### src/hw/rclmc_pkg.sv
// shared constants and types for the rate converter control block
package rclmc_pkg;
   localparam int CLK_HZ      = 20_000_000;
   localparam int LOCK_MS     = 100;
   localparam int LOCK_CYC    = CLK_HZ / 1000 * LOCK_MS;
   localparam int SENSE_MS    = 4;
   localparam int SENSE_CYC   = CLK_HZ / 1000 * SENSE_MS;
   localparam int RAMP_INTERP = 27488;
   localparam int RAMP_DECIM  = 54976;
   localparam int XTAL_IDLE   = 1024;
   localparam logic [15:0] RAMP_FULL   = 16'hd6c0;
   localparam logic [15:0] STEP_INTERP = 16'h0002;
   localparam logic [15:0] STEP_DECIM  = 16'h0001;
   localparam logic [7:0]  IDX_CLK     = 8'h08;
   localparam logic [7:0]  IDX_STAT    = 8'h15;
   localparam logic [11:0] ADDR_CLK    = {2'h0, IDX_CLK, 2'h0};
   localparam logic [11:0] ADDR_STAT   = {2'h0, IDX_STAT, 2'h0};
   localparam int CLK_SEL_LSB = 0;
   localparam int CLK_HALVE   = 2;
   localparam int CLK_SD2_SRC = 3;
   localparam logic [31:0] CLK_RST     = 32'h0000_0000;
   localparam logic [7:0]  RATE_LO     = 8'h31;
   localparam logic [7:0]  RATE_MID_LO = 8'h3c;
   localparam logic [7:0]  RATE_MID_HI = 8'h62;
   localparam logic [7:0]  RATE_HI     = 8'h78;
   localparam logic [9:0]  PLL_X512    = 10'h200;
   localparam logic [9:0]  PLL_X256    = 10'h100;
   localparam logic [9:0]  PLL_X128    = 10'h080;
   typedef enum logic [1:0] {
      CSRC_XTAL = 2'h0,
      CSRC_PLL  = 2'h1,
      CSRC_RING = 2'h2
   } rclmc_csrc_e;
   typedef enum logic [1:0] {
      ST_SENSE  = 2'h0,
      ST_CALC   = 2'h1,
      ST_SETTLE = 2'h3,
      ST_RUN    = 2'h2
   } rclmc_state_e;
   typedef struct packed {
      logic hw_mode;
      logic deemph_auto_en;
      logic sd1_mclk_recovered;
      logic src_pll_sel;
      logic tx_user_data;
      logic err_receiver;
      logic vaudio_audio;
   } rclmc_straps_s;
endpackage

### src/hw/rclmc_top.sv
// lock, mute and master clock control around the rate converter
`timescale 1ns/1ps
`default_nettype none
// Function
// measure input/output rate ratio before use, about 100 ms at 48 kHz
// unlock flag goes high on reset and on any input or output rate change; the hardware-mode pin is driven low during reset
// unlock stays high until locked and settled; low means valid audio
// unlock readable at register 15h in software mode, pin in hardware mode
// converter-fed serial output gives zero samples right after reset
// soft unmute over 27488 input or 54976 output sample periods
// hard mute at once when invalid; soft unmute only after all clears
// converter clock from crystal, receiver PLL or ring oscillator
// crystal above 33 MHz needs the halving bit in register 08h
// PLL clock follows receiver data or input bit clock, ratio fixed
// PLL ratio 512 up to 49 kHz, 256 for 60-98 kHz, 128 from 120 kHz
// hardware mode uses ring oscillator, PLL if its strap pulled up
// software mode picks converter clock by two-bit field at 08h
// static crystal input falls back to the ring oscillator
// hardware mode when channel-status strap pulled up at reset release
// input selects live; straps sampled only once at startup
// receiver input select pin picks input 0 low, input 1 high
// pass-through select pin picks input 0 low, input 1 high
// first serial output strap: pull-up disables de-emphasis detect
// recovered clock strap: pull-up selects recovered clock for port 1
// transmit/user strap: pull-up selects user data output
// error strap: pull-up selects plain receiver error indication
// validity/audio strap: pull-up selects non-audio indicator
// hardware mode senses mode pins 4 ms, unlocked and both outputs muted
module rclmc_top #(
   parameter int LOCK_CYC    = rclmc_pkg::LOCK_CYC,
   parameter int SENSE_CYC   = rclmc_pkg::SENSE_CYC,
   parameter int RAMP_INTERP = rclmc_pkg::RAMP_INTERP,
   parameter int RAMP_DECIM  = rclmc_pkg::RAMP_DECIM
) (
   input  wire logic        clk,
   input  wire logic        sys_rst,
   input  wire logic        psel,
   input  wire logic        penable,
   input  wire logic        pwrite,
   input  wire logic [11:0] paddr,
   input  wire logic [31:0] pwdata,
   output logic      [31:0] prdata,
   output logic             pready,
   output logic             pslverr,
   input  wire logic        fsi_change,
   input  wire logic        fso_change,
   input  wire logic        fsi_tick,
   input  wire logic        fso_tick,
   input  wire logic        core_settled,
   input  wire logic [7:0]  input_rate_khz,
   input  wire logic        crystal_in,
   input  wire logic        strap_c,
   input  wire logic        strap_first_sdout,
   input  wire logic        strap_recovered_master_clock,
   input  wire logic        strap_mclk_out,
   input  wire logic        strap_txu,
   input  wire logic        strap_err,
   input  wire logic        strap_vaudio,
   input  wire logic        rx_sel_pin,
   input  wire logic        tx_sel_pin,
   output logic             rate_converter_unlocked,
   output logic      [15:0] sd1_gain,
   output logic      [15:0] sd2_gain,
   output logic      [1:0]  converter_clock_select,
   output logic             converter_clock_halve,
   output logic      [9:0]  pll_ratio,
   output logic             hw_mode,
   output logic             deemph_auto_en,
   output logic             sd1_mclk_recovered,
   output logic             tx_user_data_sel,
   output logic             err_receiver_sel,
   output logic             vaudio_audio_sel,
   output logic             rx_input_sel,
   output logic             tx_input_sel
);
   localparam logic [31:0] LOCK_LAST  = 32'(LOCK_CYC - 1);
   localparam logic [31:0] SENSE_LAST = 32'(SENSE_CYC - 1);
   rclmc_pkg::rclmc_state_e  st_reg;
   rclmc_pkg::rclmc_state_e  st_next;
   rclmc_pkg::rclmc_straps_s straps_reg;
   logic        strap_done_reg;
   logic [31:0] timer_reg;
   logic [15:0] fsi_cnt_reg;
   logic [15:0] fso_cnt_reg;
   logic        interp_reg;
   logic        unlocked_reg;
   logic [15:0] ramp_reg;
   logic [31:0] clk_ctrl_reg;
   logic        xtal_prev_reg;
   logic [10:0] idle_cnt_reg;
   logic        xtal_static;
   logic        rate_chg;
   logic        ramp_tick;
   logic [15:0] ramp_step;
   logic [1:0]  sel_raw;
   logic        apb_wr;
   logic        apb_rd;
   assign rate_chg  = fsi_change | fso_change;
   assign ramp_tick = interp_reg ? fsi_tick : fso_tick;
   assign ramp_step = interp_reg ? rclmc_pkg::STEP_INTERP
                                 : rclmc_pkg::STEP_DECIM;
   assign apb_wr    = psel & penable & pready & pwrite;
   assign apb_rd    = psel & ~penable & ~pwrite;
   // straps caught once, on the first cycle after reset release
   always_ff @(posedge clk) begin
      if (sys_rst) begin
         strap_done_reg <= 1'b0;
         straps_reg     <= '0;
      end else if (!strap_done_reg) begin
         strap_done_reg            <= 1'b1;
         straps_reg.hw_mode        <= strap_c;
         straps_reg.deemph_auto_en <= ~strap_first_sdout;
         straps_reg.sd1_mclk_recovered <= strap_recovered_master_clock;
         straps_reg.src_pll_sel    <= strap_mclk_out;
         straps_reg.tx_user_data   <= strap_txu;
         straps_reg.err_receiver   <= strap_err;
         straps_reg.vaudio_audio   <= strap_vaudio;
      end
   end

   always_ff @(posedge clk) begin
      if (sys_rst) begin
         hw_mode            <= 1'b0;
         deemph_auto_en     <= 1'b0;
         sd1_mclk_recovered <= 1'b0;
         tx_user_data_sel   <= 1'b0;
         err_receiver_sel   <= 1'b0;
         vaudio_audio_sel   <= 1'b0;
         rx_input_sel       <= 1'b0;
         tx_input_sel       <= 1'b0;
      end else begin
         hw_mode            <= straps_reg.hw_mode;
         deemph_auto_en     <= straps_reg.deemph_auto_en;
         sd1_mclk_recovered <= straps_reg.sd1_mclk_recovered;
         tx_user_data_sel   <= straps_reg.tx_user_data;
         err_receiver_sel   <= straps_reg.err_receiver;
         vaudio_audio_sel   <= straps_reg.vaudio_audio;
         // live pins, followed at any time in hardware mode
         rx_input_sel <= straps_reg.hw_mode & rx_sel_pin;
         tx_input_sel <= straps_reg.hw_mode & tx_sel_pin;
      end
   end
   // lock sequence
   always_comb begin
      st_next = st_reg;
      case (st_reg)
         rclmc_pkg::ST_SENSE: begin
            // software mode needs no pin sensing
            if (strap_done_reg &&
                (!straps_reg.hw_mode || timer_reg == SENSE_LAST)) begin
               st_next = rclmc_pkg::ST_CALC;
            end
         end
         rclmc_pkg::ST_CALC: begin
            if (timer_reg == LOCK_LAST) begin
               st_next = rclmc_pkg::ST_SETTLE;
            end
         end
         rclmc_pkg::ST_SETTLE: begin
            if (core_settled) begin
               st_next = rclmc_pkg::ST_RUN;
            end
         end
         rclmc_pkg::ST_RUN: begin
            st_next = rclmc_pkg::ST_RUN;
         end
         default: begin
            st_next = rclmc_pkg::ST_SENSE;
         end
      endcase
      // a rate change restarts the measurement, except while sensing
      if (rate_chg && st_reg != rclmc_pkg::ST_SENSE) begin
         st_next = rclmc_pkg::ST_CALC;
      end
   end

   always_ff @(posedge clk) begin
      if (sys_rst) begin
         st_reg <= rclmc_pkg::ST_SENSE;
      end else begin
         st_reg <= st_next;
      end
   end
   always_ff @(posedge clk) begin
      if (sys_rst || st_next != st_reg ||
          (rate_chg && st_reg != rclmc_pkg::ST_SENSE)) begin
         timer_reg <= 32'h0;
      end else if (st_reg == rclmc_pkg::ST_SENSE && strap_done_reg) begin
         timer_reg <= timer_reg + 32'h1;
      end else if (st_reg == rclmc_pkg::ST_CALC) begin
         timer_reg <= timer_reg + 32'h1;
      end
   end
   // ratio: sample ticks of both sides over the same window
   always_ff @(posedge clk) begin
      if (sys_rst || st_reg != rclmc_pkg::ST_CALC || rate_chg) begin
         fsi_cnt_reg <= 16'h0;
         fso_cnt_reg <= 16'h0;
      end else begin
         if (fsi_tick && fsi_cnt_reg != 16'hffff) begin
            fsi_cnt_reg <= fsi_cnt_reg + 16'h1;
         end
         if (fso_tick && fso_cnt_reg != 16'hffff) begin
            fso_cnt_reg <= fso_cnt_reg + 16'h1;
         end
      end
   end
   always_ff @(posedge clk) begin
      if (sys_rst) begin
         interp_reg <= 1'b0;
      end else if (st_reg == rclmc_pkg::ST_CALC &&
                   st_next == rclmc_pkg::ST_SETTLE) begin
         interp_reg <= fso_cnt_reg > fsi_cnt_reg;
      end
   end

   always_ff @(posedge clk) begin
      if (sys_rst) begin
         unlocked_reg <= 1'b1;
      end else begin
         unlocked_reg <= st_next != rclmc_pkg::ST_RUN;
      end
   end
   always_ff @(posedge clk) begin
      if (sys_rst) begin
         rate_converter_unlocked <= 1'b0;
      end else begin
         // pin only carries the flag in hardware mode
         rate_converter_unlocked <= straps_reg.hw_mode &
                                    (st_next != rclmc_pkg::ST_RUN);
      end
   end
   // soft unmute ramp; one scale covers both lengths
   always_ff @(posedge clk) begin
      if (sys_rst || st_next != rclmc_pkg::ST_RUN) begin
         ramp_reg <= 16'h0;
      end else if (ramp_tick) begin
         if (ramp_reg > rclmc_pkg::RAMP_FULL - ramp_step) begin
            ramp_reg <= rclmc_pkg::RAMP_FULL;
         end else begin
            ramp_reg <= ramp_reg + ramp_step;
         end
      end
   end
   always_ff @(posedge clk) begin
      if (sys_rst) begin
         sd1_gain <= 16'h0;
         sd2_gain <= 16'h0;
      end else if (st_next == rclmc_pkg::ST_SENSE) begin
         sd1_gain <= 16'h0;
         sd2_gain <= 16'h0;
      end else begin
         // port 1 is always converter-fed in hardware mode
         sd1_gain <= ramp_reg;
         if (!straps_reg.hw_mode &&
             clk_ctrl_reg[rclmc_pkg::CLK_SD2_SRC]) begin
            sd2_gain <= ramp_reg;
         end else begin
            sd2_gain <= rclmc_pkg::RAMP_FULL;
         end
      end
   end
   // crystal activity; a rail-tied input never toggles
   always_ff @(posedge clk) begin
      if (sys_rst) begin
         xtal_prev_reg <= 1'b0;
         idle_cnt_reg  <= 11'h0;
      end else begin
         xtal_prev_reg <= crystal_in;
         if (crystal_in != xtal_prev_reg) begin
            idle_cnt_reg <= 11'h0;
         end else if (!xtal_static) begin
            idle_cnt_reg <= idle_cnt_reg + 11'h1;
         end
      end
   end
   assign xtal_static = idle_cnt_reg == 11'(rclmc_pkg::XTAL_IDLE);
   assign sel_raw = clk_ctrl_reg[rclmc_pkg::CLK_SEL_LSB +: 2];
   always_ff @(posedge clk) begin
      if (sys_rst) begin
         converter_clock_select <= rclmc_pkg::CSRC_RING;
         converter_clock_halve  <= 1'b0;
      end else if (straps_reg.hw_mode) begin
         converter_clock_halve <= 1'b0;
         if (straps_reg.src_pll_sel) begin
            converter_clock_select <= rclmc_pkg::CSRC_PLL;
         end else begin
            converter_clock_select <= rclmc_pkg::CSRC_RING;
         end
      end else begin
         case (sel_raw)
            rclmc_pkg::CSRC_XTAL: begin
               if (xtal_static) begin
                  converter_clock_select <= rclmc_pkg::CSRC_RING;
                  converter_clock_halve  <= 1'b0;
               end else begin
                  converter_clock_select <= rclmc_pkg::CSRC_XTAL;
                  // only the crystal path has the divider
                  converter_clock_halve <=
                     clk_ctrl_reg[rclmc_pkg::CLK_HALVE];
               end
            end
            rclmc_pkg::CSRC_PLL: begin
               converter_clock_select <= rclmc_pkg::CSRC_PLL;
               converter_clock_halve  <= 1'b0;
            end
            default: begin
               converter_clock_select <= rclmc_pkg::CSRC_RING;
               converter_clock_halve  <= 1'b0;
            end
         endcase
      end
   end
   // fixed by measured rate, no software path; gaps keep the last ratio
   always_ff @(posedge clk) begin
      if (sys_rst) begin
         pll_ratio <= rclmc_pkg::PLL_X512;
      end else if (input_rate_khz <= rclmc_pkg::RATE_LO) begin
         pll_ratio <= rclmc_pkg::PLL_X512;
      end else if (input_rate_khz >= rclmc_pkg::RATE_MID_LO &&
                   input_rate_khz <= rclmc_pkg::RATE_MID_HI) begin
         pll_ratio <= rclmc_pkg::PLL_X256;
      end else if (input_rate_khz >= rclmc_pkg::RATE_HI) begin
         pll_ratio <= rclmc_pkg::PLL_X128;
      end
   end
   // apb slave, one wait-free access phase
   always_ff @(posedge clk) begin
      if (sys_rst) begin
         pready  <= 1'b0;
         pslverr <= 1'b0;
      end else begin
         pready  <= psel & ~penable;
         pslverr <= psel & ~penable & paddr != rclmc_pkg::ADDR_CLK &
                    paddr != rclmc_pkg::ADDR_STAT;
      end
   end

   always_ff @(posedge clk) begin
      if (sys_rst) begin
         clk_ctrl_reg <= rclmc_pkg::CLK_RST;
      end else if (apb_wr && paddr == rclmc_pkg::ADDR_CLK) begin
         clk_ctrl_reg <= {28'h0, pwdata[3:0]};
      end
   end

   always_ff @(posedge clk) begin
      if (sys_rst) begin
         prdata <= 32'h0;
      end else if (apb_rd && paddr == rclmc_pkg::ADDR_CLK) begin
         prdata <= clk_ctrl_reg;
      end else if (apb_rd && paddr == rclmc_pkg::ADDR_STAT) begin
         prdata <= {24'h0, converter_clock_halve, converter_clock_select,
                    interp_reg, st_reg, straps_reg.hw_mode,
                    unlocked_reg};
      end else if (apb_rd) begin
         prdata <= 32'h0;
      end
   end
   unlock_change_a: assert property (@(posedge clk) disable iff (sys_rst)
      rate_chg && strap_done_reg && st_reg != rclmc_pkg::ST_SENSE
      |=> unlocked_reg && ramp_reg == 16'h0)
      else $error("rate change did not unlock");
   reset_mute_a: assert property (@(posedge clk)
      $fell(sys_rst) |-> unlocked_reg && sd1_gain == 16'h0)
      else $error("not muted after reset");
   hard_mute_a: assert property (@(posedge clk) disable iff (sys_rst)
      st_reg != rclmc_pkg::ST_RUN |=> sd1_gain == 16'h0)
      else $error("invalid output not hard muted");
   lock_time_a: assert property (@(posedge clk) disable iff (sys_rst)
      st_reg == rclmc_pkg::ST_SETTLE && $past(st_reg) == rclmc_pkg::ST_CALC
      |-> $past(timer_reg) == LOCK_LAST)
      else $error("ratio window length wrong");
   lock_valid_a: assert property (@(posedge clk) disable iff (sys_rst)
      $fell(unlocked_reg) |-> $past(core_settled))
      else $error("unlock cleared before settle");
   pin_mode_a: assert property (@(posedge clk) disable iff (sys_rst)
      rate_converter_unlocked |-> straps_reg.hw_mode && unlocked_reg)
      else $error("unlock pin driven outside hardware mode");
   ramp_step_a: assert property (@(posedge clk) disable iff (sys_rst)
      st_reg == rclmc_pkg::ST_RUN && st_next == rclmc_pkg::ST_RUN &&
      interp_reg && fsi_tick && ramp_reg < 16'hd6be
      |=> ramp_reg == $past(ramp_reg) + 16'h2)
      else $error("interpolation ramp step wrong");
   pll_ratio_a: assert property (@(posedge clk) disable iff (sys_rst)
      input_rate_khz >= rclmc_pkg::RATE_HI |=> pll_ratio == 10'h080)
      else $error("high rate pll ratio wrong");
   xtal_fall_a: assert property (@(posedge clk) disable iff (sys_rst)
      !straps_reg.hw_mode && sel_raw == rclmc_pkg::CSRC_XTAL && xtal_static
      |=> converter_clock_select == rclmc_pkg::CSRC_RING)
      else $error("static crystal kept selected");
   strap_hold_a: assert property (@(posedge clk) disable iff (sys_rst)
      strap_done_reg && $past(strap_done_reg) |-> $stable(straps_reg))
      else $error("straps changed after startup");
   sense_mute_a: assert property (@(posedge clk) disable iff (sys_rst)
      st_reg == rclmc_pkg::ST_SENSE |-> unlocked_reg &&
      sd1_gain == 16'h0 && sd2_gain == 16'h0)
      else $error("outputs live during sensing");
endmodule
`default_nettype wire

### config.mk
export PLATFORM = sky130hd
export DESIGN_NAME = rclmc_top
export DESIGN_NICKNAME = d
export VERILOG_FILES = /design/src/hw/rclmc_pkg.sv /design/src/hw/rclmc_top.sv
export SDC_FILE = /design/constraint.sdc
export NUM_CORES = 1
export LEC_CHECK = 0
export ABC_AREA = 1
export ABC_CLOCK_PERIOD_IN_PS = 3400
export BUFFER_PORTS_ARGS = -buffer_cell sky130_fd_sc_hd__buf_2
export CELL_PAD_IN_SITES_DETAIL_PLACEMENT = 1
export CELL_PAD_IN_SITES_GLOBAL_PLACEMENT = 1
export CORE_MARGIN = 10
export CORE_UTILIZATION = 24
export CTS_CLUSTER_SIZE = 14
export DETAILED_ROUTE_END_ITERATION = 10
export GPL_ROUTABILITY_DRIVEN = 0
export PLACE_DENSITY = 0.54
export REMOVE_ABC_BUFFERS = 1
export SKIP_LAST_GASP = 1
export SYNTH_ARGS = -nofsm -noshare
export SYNTH_HDL_FRONTEND = slang
export SYNTH_SLANG_ARGS = --single-unit
### constraint.sdc
create_clock -name clk -period 3.4 [get_ports clk]
set_input_delay 0.34 -clock clk [delete_from_list [all_inputs] [get_ports clk]]
set_output_delay 0.34 -clock clk [all_outputs]
set_load 0.05 [all_outputs]
======== Word-level counts from Yosys, hierarchy flattened ========
Index checks and enable logic that the tools add are counted.
word-level totals
  input port bits ......................... 72
  word-level logic and storage cells ...... 135
  bits in read-only memories .............. 0
  latch bits .............................. 0
  memories ................................ 0
  register bits ........................... 189
  output and inout bits ................... 88
  RAM bits ................................ 0
cells by class
  bitwise gates (word level) .............. 16
  mux-type cells .......................... 21
  reduce and logical (&&, ||, !) cells .... 31
  eq/ne operators ......................... 18
  order comparisons ....................... 6
  shifts and indexed selects .............. 0
  $mul .................................... 0
  add/sub/neg operators ................... 6
  divide/modulo/power cells ............... 0
operator list
  cell                                                             number
  2-to-1 mux 32 bit                                                5
  adder 16 x 1 -> 16 bit (second input constant)                   2
  adder 32 x 1 -> 32 bit (second input constant)                   1
  == test 32 x 17 -> 1 bit (second input constant)                 1
  == test 32 x 21 -> 1 bit (second input constant)                 1
  greater-than comparator 16 bit                                   2
  2-to-1 mux 16 bit                                                2
  != test 16 bit (second input constant)                           2
  2-to-1 mux 10 bit                                                2
  adder 16 x 2 -> 16 bit                                           1
  2-to-1 mux 2 bit                                                 8
  subtractor 15 x 3 -> 16 bit (first input constant)               1
  == test 12 x 6 -> 1 bit (second input constant)                  1
  == test 12 x 7 -> 1 bit (second input constant)                  1
  != test 12 x 6 -> 1 bit (second input constant)                  1
  != test 12 x 7 -> 1 bit (second input constant)                  1
  adder 11 x 1 -> 11 bit (second input constant)                   1
  == test 11 bit (second input constant)                           1
  logical AND 1 bit                                                11
  AND 1 bit                                                        10
  >= comparator 8 x 6 -> 1 bit (second input constant)             1
  >= comparator 8 x 7 -> 1 bit (second input constant)             1
  less-or-equal comparator 8 x 6 -> 1 bit (second input constant)  1
  less-or-equal comparator 8 x 7 -> 1 bit (second input constant)  1
  19 further kinds                                                 39

======== Logic depth before layout (Yosys ltp) ========
Gate-level depths: netlist of run 1.
  depth in word-level cells ............... 9
  depth in mapped cells ................... 13
  mapped depth without buffers ............ 13

======== Worst setup path after synthesis of run 1 ========
Ideal clock, no wire load.
  path type ............................... flip-flop to flip-flop
  start point ............................. register interp_reg
  end point ............................... register ramp_reg[14]
  path slack .............................. 1.661 ns
  clock period less this slack ............ 1.739 ns
  path buffers ............................ 0
  cell stages (with the launch flop) ...... 12
  library setup time ...................... 0.117 ns
  data arrival time ....................... 1.622 ns
  data required time ...................... 3.283 ns
  path through ............................ dfxtp_1 > inv_2 > ha_1 > fa_1 > nand2_1 > nor2_2 > nand2_1 > nor2_1 > nand3_1 > nand2_1 > nor2_1 > nor2_1
between the ends
  longest elaborated chain between the ends .. 4
  elaborated cells between the ends (all ways) .. 6
  classes of those cells .................. add/sub: 2; order compare: 1; mux: 3
ends and longest elaborated chain
  item                            RTL line          RTL
  start: declaration              rclmc_top.sv:85   logic interp_reg;
  start signal: assignment        rclmc_top.sv:213  interp_reg <= fso_cnt_reg > fsi_cnt_reg;
  2-to-1 mux 2 bit                rclmc_top.sv:100  assign ramp_step = interp_reg ? rclmc_pkg::STEP_INTERP
  subtractor 15 x 3 -> 16 bit     rclmc_top.sv:238  if (ramp_reg > rclmc_pkg::RAMP_FULL - ramp_step) begin
  greater-than comparator 16 bit  rclmc_top.sv:238
  2-to-1 mux 16 bit               rclmc_top.sv:238
  end signal: assignment          rclmc_top.sv:239  ramp_reg <= rclmc_pkg::RAMP_FULL;
  end signal: assignment          rclmc_top.sv:241  ramp_reg <= ramp_reg + ramp_step;
  end: declaration                rclmc_top.sv:87   logic [15:0] ramp_reg;
Parallel ways exist; a longest one is shown, timed or not.
A chain may end at the register's enable or synchronous reset.

======== Worst setup path after layout of run 1 ========
  start point ............................. register timer_reg[0]
  end point ............................... register timer_reg[7]
between the ends
  longest elaborated chain between the ends .. 9
  elaborated cells between the ends (all ways) .. 14
  classes of those cells .................. add/sub: 1; eq/ne: 3; mux: 6; reduce/logical: 4
ends and longest elaborated chain
  item                             RTL line          RTL
  start: declaration               rclmc_top.sv:82   logic [31:0] timer_reg;
  start signal: assignment         rclmc_top.sv:189  timer_reg <= timer_reg + 32'h1;
  start signal: assignment         rclmc_top.sv:191  timer_reg <= timer_reg + 32'h1;
  == test 32 x 17 -> 1 bit         rclmc_top.sv:150  (!straps_reg.hw_mode || timer_reg == SENSE_LAST)) begin
  logical OR 1 bit                 rclmc_top.sv:150
  logical AND 1 bit                rclmc_top.sv:149  if (strap_done_reg &&
  2-to-1 mux 2 bit                 rclmc_top.sv:149
  case mux 2 bit (4 select lines)  rclmc_top.sv:146  case (st_reg)
  2-to-1 mux 2 bit                 rclmc_top.sv:172  if (rate_chg && st_reg != rclmc_pkg::ST_SENSE) begin
  != test 2 bit                    rclmc_top.sv:185  if (sys_rst || st_next != st_reg ||
  logical OR 1 bit (2 in series)   rclmc_top.sv:185
Parallel ways exist; a longest one is shown, timed or not. The select of a mux whose other input is x is not followed.

==> results of run 1 <==
==> cells in the mapped netlist, types with 2 or more instances <==
cell and instances:
buf_1 2, a211oi_1 4, a21oi_1 66, nand2_2 10, nor4_1 3, o21ai_0 37, inv_2 4, mux2i_1 5
nand3_2 2, nor2_4 2, a21boi_0 2, xnor2_1 4, a31oi_1 4, nand3b_1 10, nor3_1 37, nor3b_1 2
nand3_1 59, inv_1 154, buf_2 5, clkbuf_1 9, nor2_1 159, a21oi_2 19, buf_6 5, nand4_1 21
o21a_1 2, ha_1 24, nand2_1 244, a22oi_1 3, dfxtp_1 165, xor2_1 43, buf_4 32, nand2_4 3
nor2_2 36
==> path summary, 6_finish.rpt <==
path,startpoint,cells after the start,to,slack (ps)
max reg2reg,timer_reg[0],11,timer_reg[7],1110
min,strap_first_sdout,2,straps_reg[5],90
max,timer_reg[0],11,timer_reg[7],1110
min reg2reg,straps_reg[2],2,tx_user_data_sel,430
==> layout make-up <==
class                      instances  area (um^2)  area share, %
tap                              455          569           5.67
inverter                         159          597           5.95
multi-input combinational        841         4370           43.5
sequential                       165         3300           32.9
timing repair buffer             101          508           5.06
clock inverter                    14          248           2.47
clock buffer                      18          439           4.38
==> per-layer routing <==
layer  global-route usage (%)  share of wire (%)  wire length [um]  vias up
li1                         -                  -                 -     3900
met4                     3.11               0.96               244        0
met5                        0                  0                 0        -
met2                     18.8                 45             11500       98
met3                     2.40                3.3               828       15
met1                     15.1                 50             12800     3635
==> per-stage QoR <==
| stage | utilization (%) | total power, uW | area, um^2 |
|---|---|---|---|
| finish | 28.8 | 4640 | 10000 |
| global route | 28.8 | 4820 | 10000 |
| CTS | 28.8 | 4720 | 10000 |
| detailed placement | 26.9 | 2400 | 9350 |
| global placement | 26.9 | 2400 | 9350 |
| floorplan | - | 2290 | 8270 |
==> kinds of logic after synthesis <==
| group | count (synthesis) | share of synthesized area (%) |
|---|---|---|
| xor gates and xnor gates | 47 | 4.83 |
| and+or+nand+nor | 594 | 31.2 |
| AOI/OAI and AO/OA | 139 | 9.55 |
| muxes | 5 | 0.588 |
| DFF | 165 | 38.8 |
| adders and majority gates | 25 | 3.76 |
| buffers and inverters | 212 | 11.3 |
| other | 1 | 0.0440 |
==> power by group through the flow <==
stage          registers (uW)  clock network (uW)  logic, uW
5_1_grt                  1990                2430        400
2_1_floorplan            2090                   0        202
4_1_cts                  1990                2360        373
3_5_place_dp             2030                   0        372
3_3_place_gp             2030                   0        368
6_report                 1980                2290        367
==> worst max-delay path, delay by kind of cell (launching register included) <==
kind | cells | cell delay, ps
AND/OR/NAND/NOR | 9 | 1540
flip-flops | 1 | 400
adder cells (fa/ha/maj) | 1 | 210
buffers and inverters | 1 | 60
==> impl_metrics.py, run 1 <==
metrics = {
    "power": {
        "intPower_uw": 3450,
        "seqPwrFrac_pct": 42.7,
        "p_leak_uw": 0.00396,
        "p_sw_share_pct": 25.8,
        "irDropWorstVdd_mv": 0.322,
        "clockPowerShare_pct": 49.4,
        "p_comb_share_pct": 7.9,
        "power_switching_uw": 1200,
        "power.density_nw_per_um2": 463,
    },
    "synth": {
        "synthArstFlopShare_pct": 0,
        "synth.distinct_cells": 44,
        "avgSynthCellArea_um2": 7.17,
        "synth_top_area_cell": "dfxtp_1",
        "synth_top_flop_cell": "dfxtp_1",
        "yosysTopAreaCellShare_pct": 38.8,
        "syn_inst": 1188,
        "yosysSeqAreaShare_pct": 38.8,
        "netlist_area_um2": 8520,
        "yosysWarnings": 0,
        "ys_seq_elements": 165,
        "synth_area_leaders": "dfxtp_1 39%, nand2_1 11%, nor2_1 7.0%",
        "synth-edff-count": 0,
    },
    "clock_tree": {
        "cts_tree": "built",
        "insertion_delay_ps": 440,
        "clkTransAtPathRegs_ps": 70,
        "cts_sinks": 165,
        "cts_hold_buf": 0,
        "htreeDepth": 4,
        "postCtsSetupBuffers": 0,
        "cts_root_buf": "clkbuf_16",
        "ctsResizeCount": 0,
        "clock_tree.buffer_depth": 2,
        "numCtsBuffers": 17,
    },
    "status": {
        "outcome": "completed",
    },
    "setup_path": {
        "crit_arrival_ps": 2640,
        "cp_max_fo": 32,
        "crit_chain": "ha_1, inv_1, nor2_1, nand3_1, nor2_1, nand2_1, nand2_1, nand2_2, nand3_1, nand3_4, nor2_2",
        "critPathKind": "reg -> reg",
        "cp_slowest_cell": "nand3_4",
        "critPathMaxStageDelay_ps": 470,
        "crit_path_end_kind": "flop",
        "cp.required_ps": 3750,
        "start_kind": "flop",
    },
    "sta": {
        "max_slew.worst_pin.slew_ps": 876,
        "min_period_ps": 2290,
        "final.setup_skew_ps": 13.3,
        "finalCritPeriodShare_pct": 67.3,
        "slew_headroom_pct": 41.5,
        "rsz0062_at_grt": "false",
        "fin_tns_setup_ps": 0,
        "slew_viol_final": 0,
        "finalHoldViolCount": 0,
        "setup_slack_ps": 1110,
        "fmax_ghz": 0.437,
        "holdWs_ps": 86.2,
        "finalSetupViolations": 0,
    },
    "worst_hold_path": {
        "hp-class": "in -> reg",
    },
    "routing": {
        "drt-pass1-iter-count": 4,
        "route.vias.total": 7648,
        "finalWirelength_um": 25500,
        "drt_iter0_drc": 285,
        "postRouteAntennaNets": 0,
        "wire_per_inst_um": 14.5,
        "viasPerCell": 4.36,
        "drc": 0,
    },
    "die": {
        "start_util_pct": 24.5,
        "placementRows": 68,
        "fp.dieW_um": 208,
        "die_y_um": 208,
        "num_io_pins": 160,
        "die-area_um2": 43400,
        "coreArea_um2": 34800,
    },
    "global_route": {
        "antenna_found_initial": 0,
        "grt_util_all_layers_pct": 11.6,
        "grt_pass1_wl_um": 41700,
        "gr-total-overflow": 0,
        "grt_pass1_vias": 7878,
        "grt_max_degree": 33,
    },
    "final_layout": {
        "n_fill_cell": 4320,
        "final_common_cell": "nand2_1",
        "n_antenna_cell": 0,
        "area_delta_synth_final_pct": 17.8,
        "mostFrequentLayoutCells": "244 x nand2_1, 165 x dfxtp_1, 159 x nor2_1",
        "largest_reg_flops": 32,
        "layout-drive-gt1-share_pct": 16.4,
        "finalNonFillerCells": 1753,
        "layout.nets": 1382,
    },
    "place": {
        "port_buffers": 100,
        "pre_cts_ws_ps": 1050,
        "post-place-cells": 1721,
        "place_hpwl_um": 19400,
    },
    "job": {
        "drv_cap": 0,
    },
}
(Power assumes the default switching activity.)
==> inputs of run 2 (changes only) <==
--- a/config.mk
+++ b/config.mk
@@ -6,7 +6,7 @@
 export NUM_CORES = 1
 export LEC_CHECK = 0
 export ABC_AREA = 1
-export ABC_CLOCK_PERIOD_IN_PS = 3400
+export ABC_CLOCK_PERIOD_IN_PS = 2290
 export BUFFER_PORTS_ARGS = -buffer_cell sky130_fd_sc_hd__buf_2
 export CELL_PAD_IN_SITES_DETAIL_PLACEMENT = 1
 export CELL_PAD_IN_SITES_GLOBAL_PLACEMENT = 1
==> constraint.sdc (replaced) <==
create_clock -name clk -period 2.29 [get_ports clk]
set_input_delay 0.229 -clock clk [delete_from_list [all_inputs] [get_ports clk]]
set_output_delay 0.229 -clock clk [all_outputs]
set_load 0.05 [all_outputs]
==> impl_metrics.py, run 2 (same netlist as run 1, synthesis figures left out) <==
metrics = {
    "die": {
        "fp.dieW_um": 208,
        "die-area_um2": 43400,
        "num_io_pins": 160,
        "coreArea_um2": 34800,
        "placementRows": 68,
        "die_y_um": 208,
        "start_util_pct": 24.5,
    },
    "place": {
        "port_buffers": 100,
        "place_hpwl_um": 19800,
    },
    "clock_tree": {
        "numCtsBuffers": 17,
        "htreeDepth": 4,
        "insertion_delay_ps": 440,
        "cts_sinks": 165,
        "cts_tree": "built",
        "clkTransAtPathRegs_ps": 70,
        "postCtsSetupBuffers": 0,
        "clock_tree.buffer_depth": 2,
        "cts_root_buf": "clkbuf_16",
    },
    "setup_path": {
        "crit_chain": "inv_2, ha_1, fa_1, nand2_1, nor2_2, nand2_1, nor2_1, nand3_1, nand2_1, nor2_1, nor2_1",
        "crit_arrival_ps": 2390,
        "crit_path_end_kind": "flop",
        "rrSetupSlack_ps": 220,
        "r2r_end": "ramp_reg[14]",
        "crit_end": "ramp_reg[14]",
        "critPathMaxStageDelay_ps": 510,
        "cp.required_ps": 2610,
        "cp_max_fo": 5,
        "r2r_start": "interp_reg",
        "reg2regPathDepth": 11,
        "start_kind": "flop",
        "critPathKind": "reg -> reg",
        "startpoint": "interp_reg",
        "cp_slowest_cell": "dfxtp_1",
    },
    "global_route": {
        "grt_pass1_vias": 7793,
        "grt_util_all_layers_pct": 11.5,
        "grt_pass1_wl_um": 41400,
        "antenna_found_initial": 0,
        "gr-total-overflow": 0,
        "grt_max_degree": 25,
    },
    "sta": {
        "min_period_ps": 2070,
        "max_slew.worst_pin.slew_ps": 637,
        "slew_viol_final": 0,
        "fin_tns_setup_ps": 0,
        "finalSetupViolations": 0,
        "finalHoldViolCount": 0,
        "fmax_ghz": 0.483,
        "finalCritPeriodShare_pct": 90.4,
        "holdWs_ps": 24.8,
        "rsz0062_at_grt": "false",
        "final.setup_skew_ps": 11.1,
        "slew_headroom_pct": 57.2,
    },
    "routing": {
        "drt-pass1-iter-count": 4,
        "drt_iter0_drc": 278,
        "postRouteAntennaNets": 0,
        "drc": 0,
        "viasPerCell": 4.32,
        "route.vias.total": 7653,
        "finalWirelength_um": 25500,
        "wire_per_inst_um": 14.4,
    },
    "final_layout": {
        "layout.nets": 1402,
        "mostFrequentLayoutCells": "244 x nand2_1, 165 x dfxtp_1, 158 x nor2_1",
        "n_antenna_cell": 0,
        "final_common_cell": "nand2_1",
        "area_delta_synth_final_pct": 18.5,
        "largest_reg_flops": 32,
        "layout-drive-gt1-share_pct": 17.5,
    },
    "power": {
        "irDropWorstVdd_mv": 0.509,
        "power.density_nw_per_um2": 637,
        "p_leak_uw": 0.00401,
    },
    "status": {
        "outcome": "completed",
    },
    "worst_hold_path": {
        "hp-class": "in -> reg",
    },
    "job": {
        "drv_cap": 0,
    },
}
[run 2: cell count changes in the layout (fill, tap and decap cells not counted)]
cell / delta
clkinv_2: +2
clkbuf_8: +1
nor2_2: +1
buf_4: +15
bufinv_16: -5
inv_8: -1
clkinvlp_4: -1
dlygate4sd3_1: +4
clkinv_4: +2
nor2_1: -1
buf_12: +1
inv_6: +2
[run 2: timing repair]
item,CTS,global route
gates resized for setup,0,1
endpoints found under the hold margin,4,0
hold buffers,4,0
setup endpoints to repair,0,26
[run 2: power breakdown]
group / internal (uW) / switching, uW / leakage, uW
Sequential: 2910 / 28.8 / 0.00134
Clock: 1570 / 1340 / 0.000277
Combinational: 140 / 444 / 0.00240
[run 2: final cells by class]
type	count	area (um^2)
Multi-Input combinational cell	841	4370
Fill cell	4330	24700
Timing Repair Buffer	121	681
Inverter	159	597
Sequential cell	165	3300
Clock buffer	19	453
Tap cell	455	569
Clock inverter	13	124
[run 2: metrics by stage]
stage / instances / instance area [um^2] / power, uW / setup WS, ps / utilization (%)
3_3_place_gp: 1737 / 9480 / 3590 / 197 / 27.2
3_5_place_dp: 1737 / 9480 / 3600 / 191 / 27.2
6_report: 1773 / 10100 / 6440 / 221 / 29.0
2_1_floorplan: 1165 / 8270 / 3400 / 524 / -
5_1_grt: 1773 / 10100 / 6720 / 29.6 / 29.0
4_1_cts: 1773 / 10100 / 6540 / 165 / 29.0
[run 2: worst max-delay path: cells and delay by family, from the launching register on]
kind / cells / cell delay [ps]
simple gates: 8 / 720
fa+ha+maj: 2 / 630
flops: 1 / 510
buf+inv: 1 / 90
[run 2: worst min path at each step]
stage | startpoint | end | slack (ps) | cells past startpoint
4_1_cts | pwdata[3] | clk_ctrl_reg[3] | 10 | 3
6_report | pwdata[3] | clk_ctrl_reg[3] | 20 | 3
5_1_grt | pwdata[3] | clk_ctrl_reg[3] | 9 | 3
3_3_place_gp | straps_reg[5] | deemph_auto_en | 410 | 2
2_1_floorplan | sys_rst | prdata[4] | 300 | 1
3_5_place_dp | straps_reg[5] | deemph_auto_en | 410 | 2
[run 2: metal layers]
layer	share of wire (%)	track usage, %	up-vias	wire length, um
met5	0	0	-	0
met4	0.82	2.47	0	210
met3	3.5	2.97	18	897
met2	45	18.4	89	11500
met1	51	15.3	3608	13000
li1	-	-	3938	-
==> inputs of run 3 (changes only) <==
==> constraint.sdc (replaced) <==
create_clock -name clk -period 2.29 [get_ports clk]
set_input_delay 0.458 -clock clk [delete_from_list [all_inputs] [get_ports clk]]
set_output_delay 0.458 -clock clk [all_outputs]
set_load 0.05 [all_outputs]
==> impl_metrics.py, run 3 (same netlist as run 1, synthesis figures left out) <==
metrics = {
    "clock_tree": {
        "htreeDepth": 4,
        "cts_tree": "built",
        "cts_sinks": 165,
        "cts_root_buf": "clkbuf_16",
        "numCtsBuffers": 17,
        "clock_tree.buffer_depth": 2,
        "insertion_delay_ps": 430,
        "postCtsSetupBuffers": 0,
        "cts_hold_buf": 0,
        "clkTransAtPathRegs_ps": 70,
    },
    "global_route": {
        "grt_max_degree": 25,
        "antenna_found_initial": 0,
        "grt_pass1_vias": 7894,
        "gr-total-overflow": 0,
        "grt_pass1_wl_um": 42100,
        "grt_util_all_layers_pct": 11.7,
    },
    "power": {
        "power.density_nw_per_um2": 644,
        "intPower_uw": 4710,
        "p_comb_share_pct": 8.8,
        "p_sw_share_pct": 27.6,
        "power_uw": 6510,
        "power_switching_uw": 1800,
        "seqPwrFrac_pct": 45.2,
        "irDropWorstVdd_mv": 0.519,
        "p_leak_uw": 0.00402,
        "clockPowerShare_pct": 46.0,
    },
    "place": {
        "post-place-cells": 1739,
        "pre_cts_ws_ps": 208,
        "place_hpwl_um": 19800,
        "port_buffers": 100,
    },
    "final_layout": {
        "n_antenna_cell": 0,
        "final_common_cell": "nand2_1",
        "fin_util_pct": 29.0,
        "mostFrequentLayoutCells": "244 x nand2_1, 165 x dfxtp_1, 159 x nor2_1",
        "layout.nets": 1400,
        "area_delta_synth_final_pct": 18.6,
        "multi_input_area_um2": 4370,
        "seq_area_um2": 3300,
        "finalNonFillerCells": 1771,
        "layout-drive-gt1-share_pct": 17.6,
        "largest_reg_flops": 32,
        "n_fill_cell": 4338,
    },
    "setup_path": {
        "crit_chain": "inv_2, ha_1, fa_1, nand2_1, nor2_2, nand2_1, nor2_1, nand3_1, nand2_1, nor2_1, nor2_1",
        "critPathKind": "reg -> reg",
        "r2r_start": "interp_reg",
        "r2r_end": "ramp_reg[14]",
        "reg2regPathDepth": 11,
        "start_kind": "flop",
        "rrSetupSlack_ps": 240,
        "cp.required_ps": 2610,
        "crit_path_end_kind": "flop",
        "cp_slowest_cell": "dfxtp_1",
        "cp_max_fo": 5,
        "critPathMaxStageDelay_ps": 490,
        "crit_arrival_ps": 2370,
    },
    "die": {
        "placementRows": 68,
        "num_io_pins": 160,
        "start_util_pct": 24.5,
        "die-area_um2": 43400,
        "coreArea_um2": 34800,
        "fp.dieW_um": 208,
        "die_y_um": 208,
    },
    "sta": {
        "final.setup_skew_ps": 8.44,
        "fin_tns_setup_ps": 0,
        "finalSetupViolations": 0,
        "slew_headroom_pct": 59.1,
        "slew_viol_final": 0,
        "finalHoldViolCount": 0,
        "finalCritPeriodShare_pct": 89.6,
        "setup_slack_ps": 239,
        "max_slew.worst_pin.slew_ps": 609,
        "min_period_ps": 2050,
        "fmax_ghz": 0.488,
        "rsz0062_at_grt": "true",
    },
    "routing": {
        "drt-pass1-iter-count": 4,
        "route.vias.total": 7658,
        "drc": 0,
        "drt_iter0_drc": 288,
        "postRouteAntennaNets": 0,
        "wire_per_inst_um": 14.3,
        "finalWirelength_um": 25300,
        "viasPerCell": 4.32,
    },
    "worst_hold_path": {
        "hp-class": "in -> reg",
        "hold_end": "straps_reg[5]",
        "holdPathStages": 2,
        "hold_start": "strap_first_sdout",
    },
    "status": {
        "outcome": "completed",
    },
    "job": {
        "drv_cap": 0,
    },
}
-- run 3: cell count changes in the layout (fill, tap and decap cells not counted), sizes merged --
cell,change
buf,+2
inv,+1
bufinv,+1
clkinvlp,+1
dlygate4sd3,-4
clkbuf,-1
clkinv,-2
-- run 3: through the flow --
stage	hold slack (ps)	instance area [um^2]
floorplan	400	8270
global placement	408	9490
detailed placement	411	9490
CTS	175	10100
global route	177	10100
finish	200	10100
-- run 3: timing repair --
item / CTS / global route
resized for setup: 0 / 1
endpoints found under the setup margin: 0 / 6
hold endpoints to repair: 0 / 0
-- run 3: area by class of cell --
type                    count  share of cell area (%)
well taps                 455                    5.64
clock buffers              18                    4.35
inverters                 159                    5.91
clock inverters            14                    1.63
multi-input cells         841                    43.3
repair buffers            119                    6.49
flip-flops and latches    165                    32.7
-- run 3: worst max-delay path by stage --
stage | start | depth (start not counted) | to
floorplan | timer_reg[0] | 11 | timer_reg[24]
global placement | timer_reg[0] | 11 | sd1_gain[2]
detailed placement | timer_reg[0] | 11 | sd1_gain[9]
CTS | timer_reg[0] | 11 | sd1_gain[9]
global route | timer_reg[0] | 11 | sd1_gain[9]
finish | interp_reg | 11 | ramp_reg[14]
-- run 3: power by group through the flow --
stage          logic [uW]  registers (uW)  clock network (uW)
3_5_place_dp          581            3010                   0
3_3_place_gp          577            3010                   0
4_1_cts               584            2940                3120
2_1_floorplan         299            3110                   0
5_1_grt               628            2950                3240
6_report              575            2940                2990
-- run 3: worst max-delay path, delay by kind of cell, from the launching register on --
family	cells	cell delay [ps]
simple gates	8	710
fa+ha+maj	2	650
flops	1	490
buf+inv	1	90
-- run 3: layer usage --
metal | track usage (%) | routed length, um
met1 | 15.7 | 12700
met2 | 18.6 | 11400
met3 | 2.64 | 935
met5 | 0 | 0
met4 | 2.94 | 225
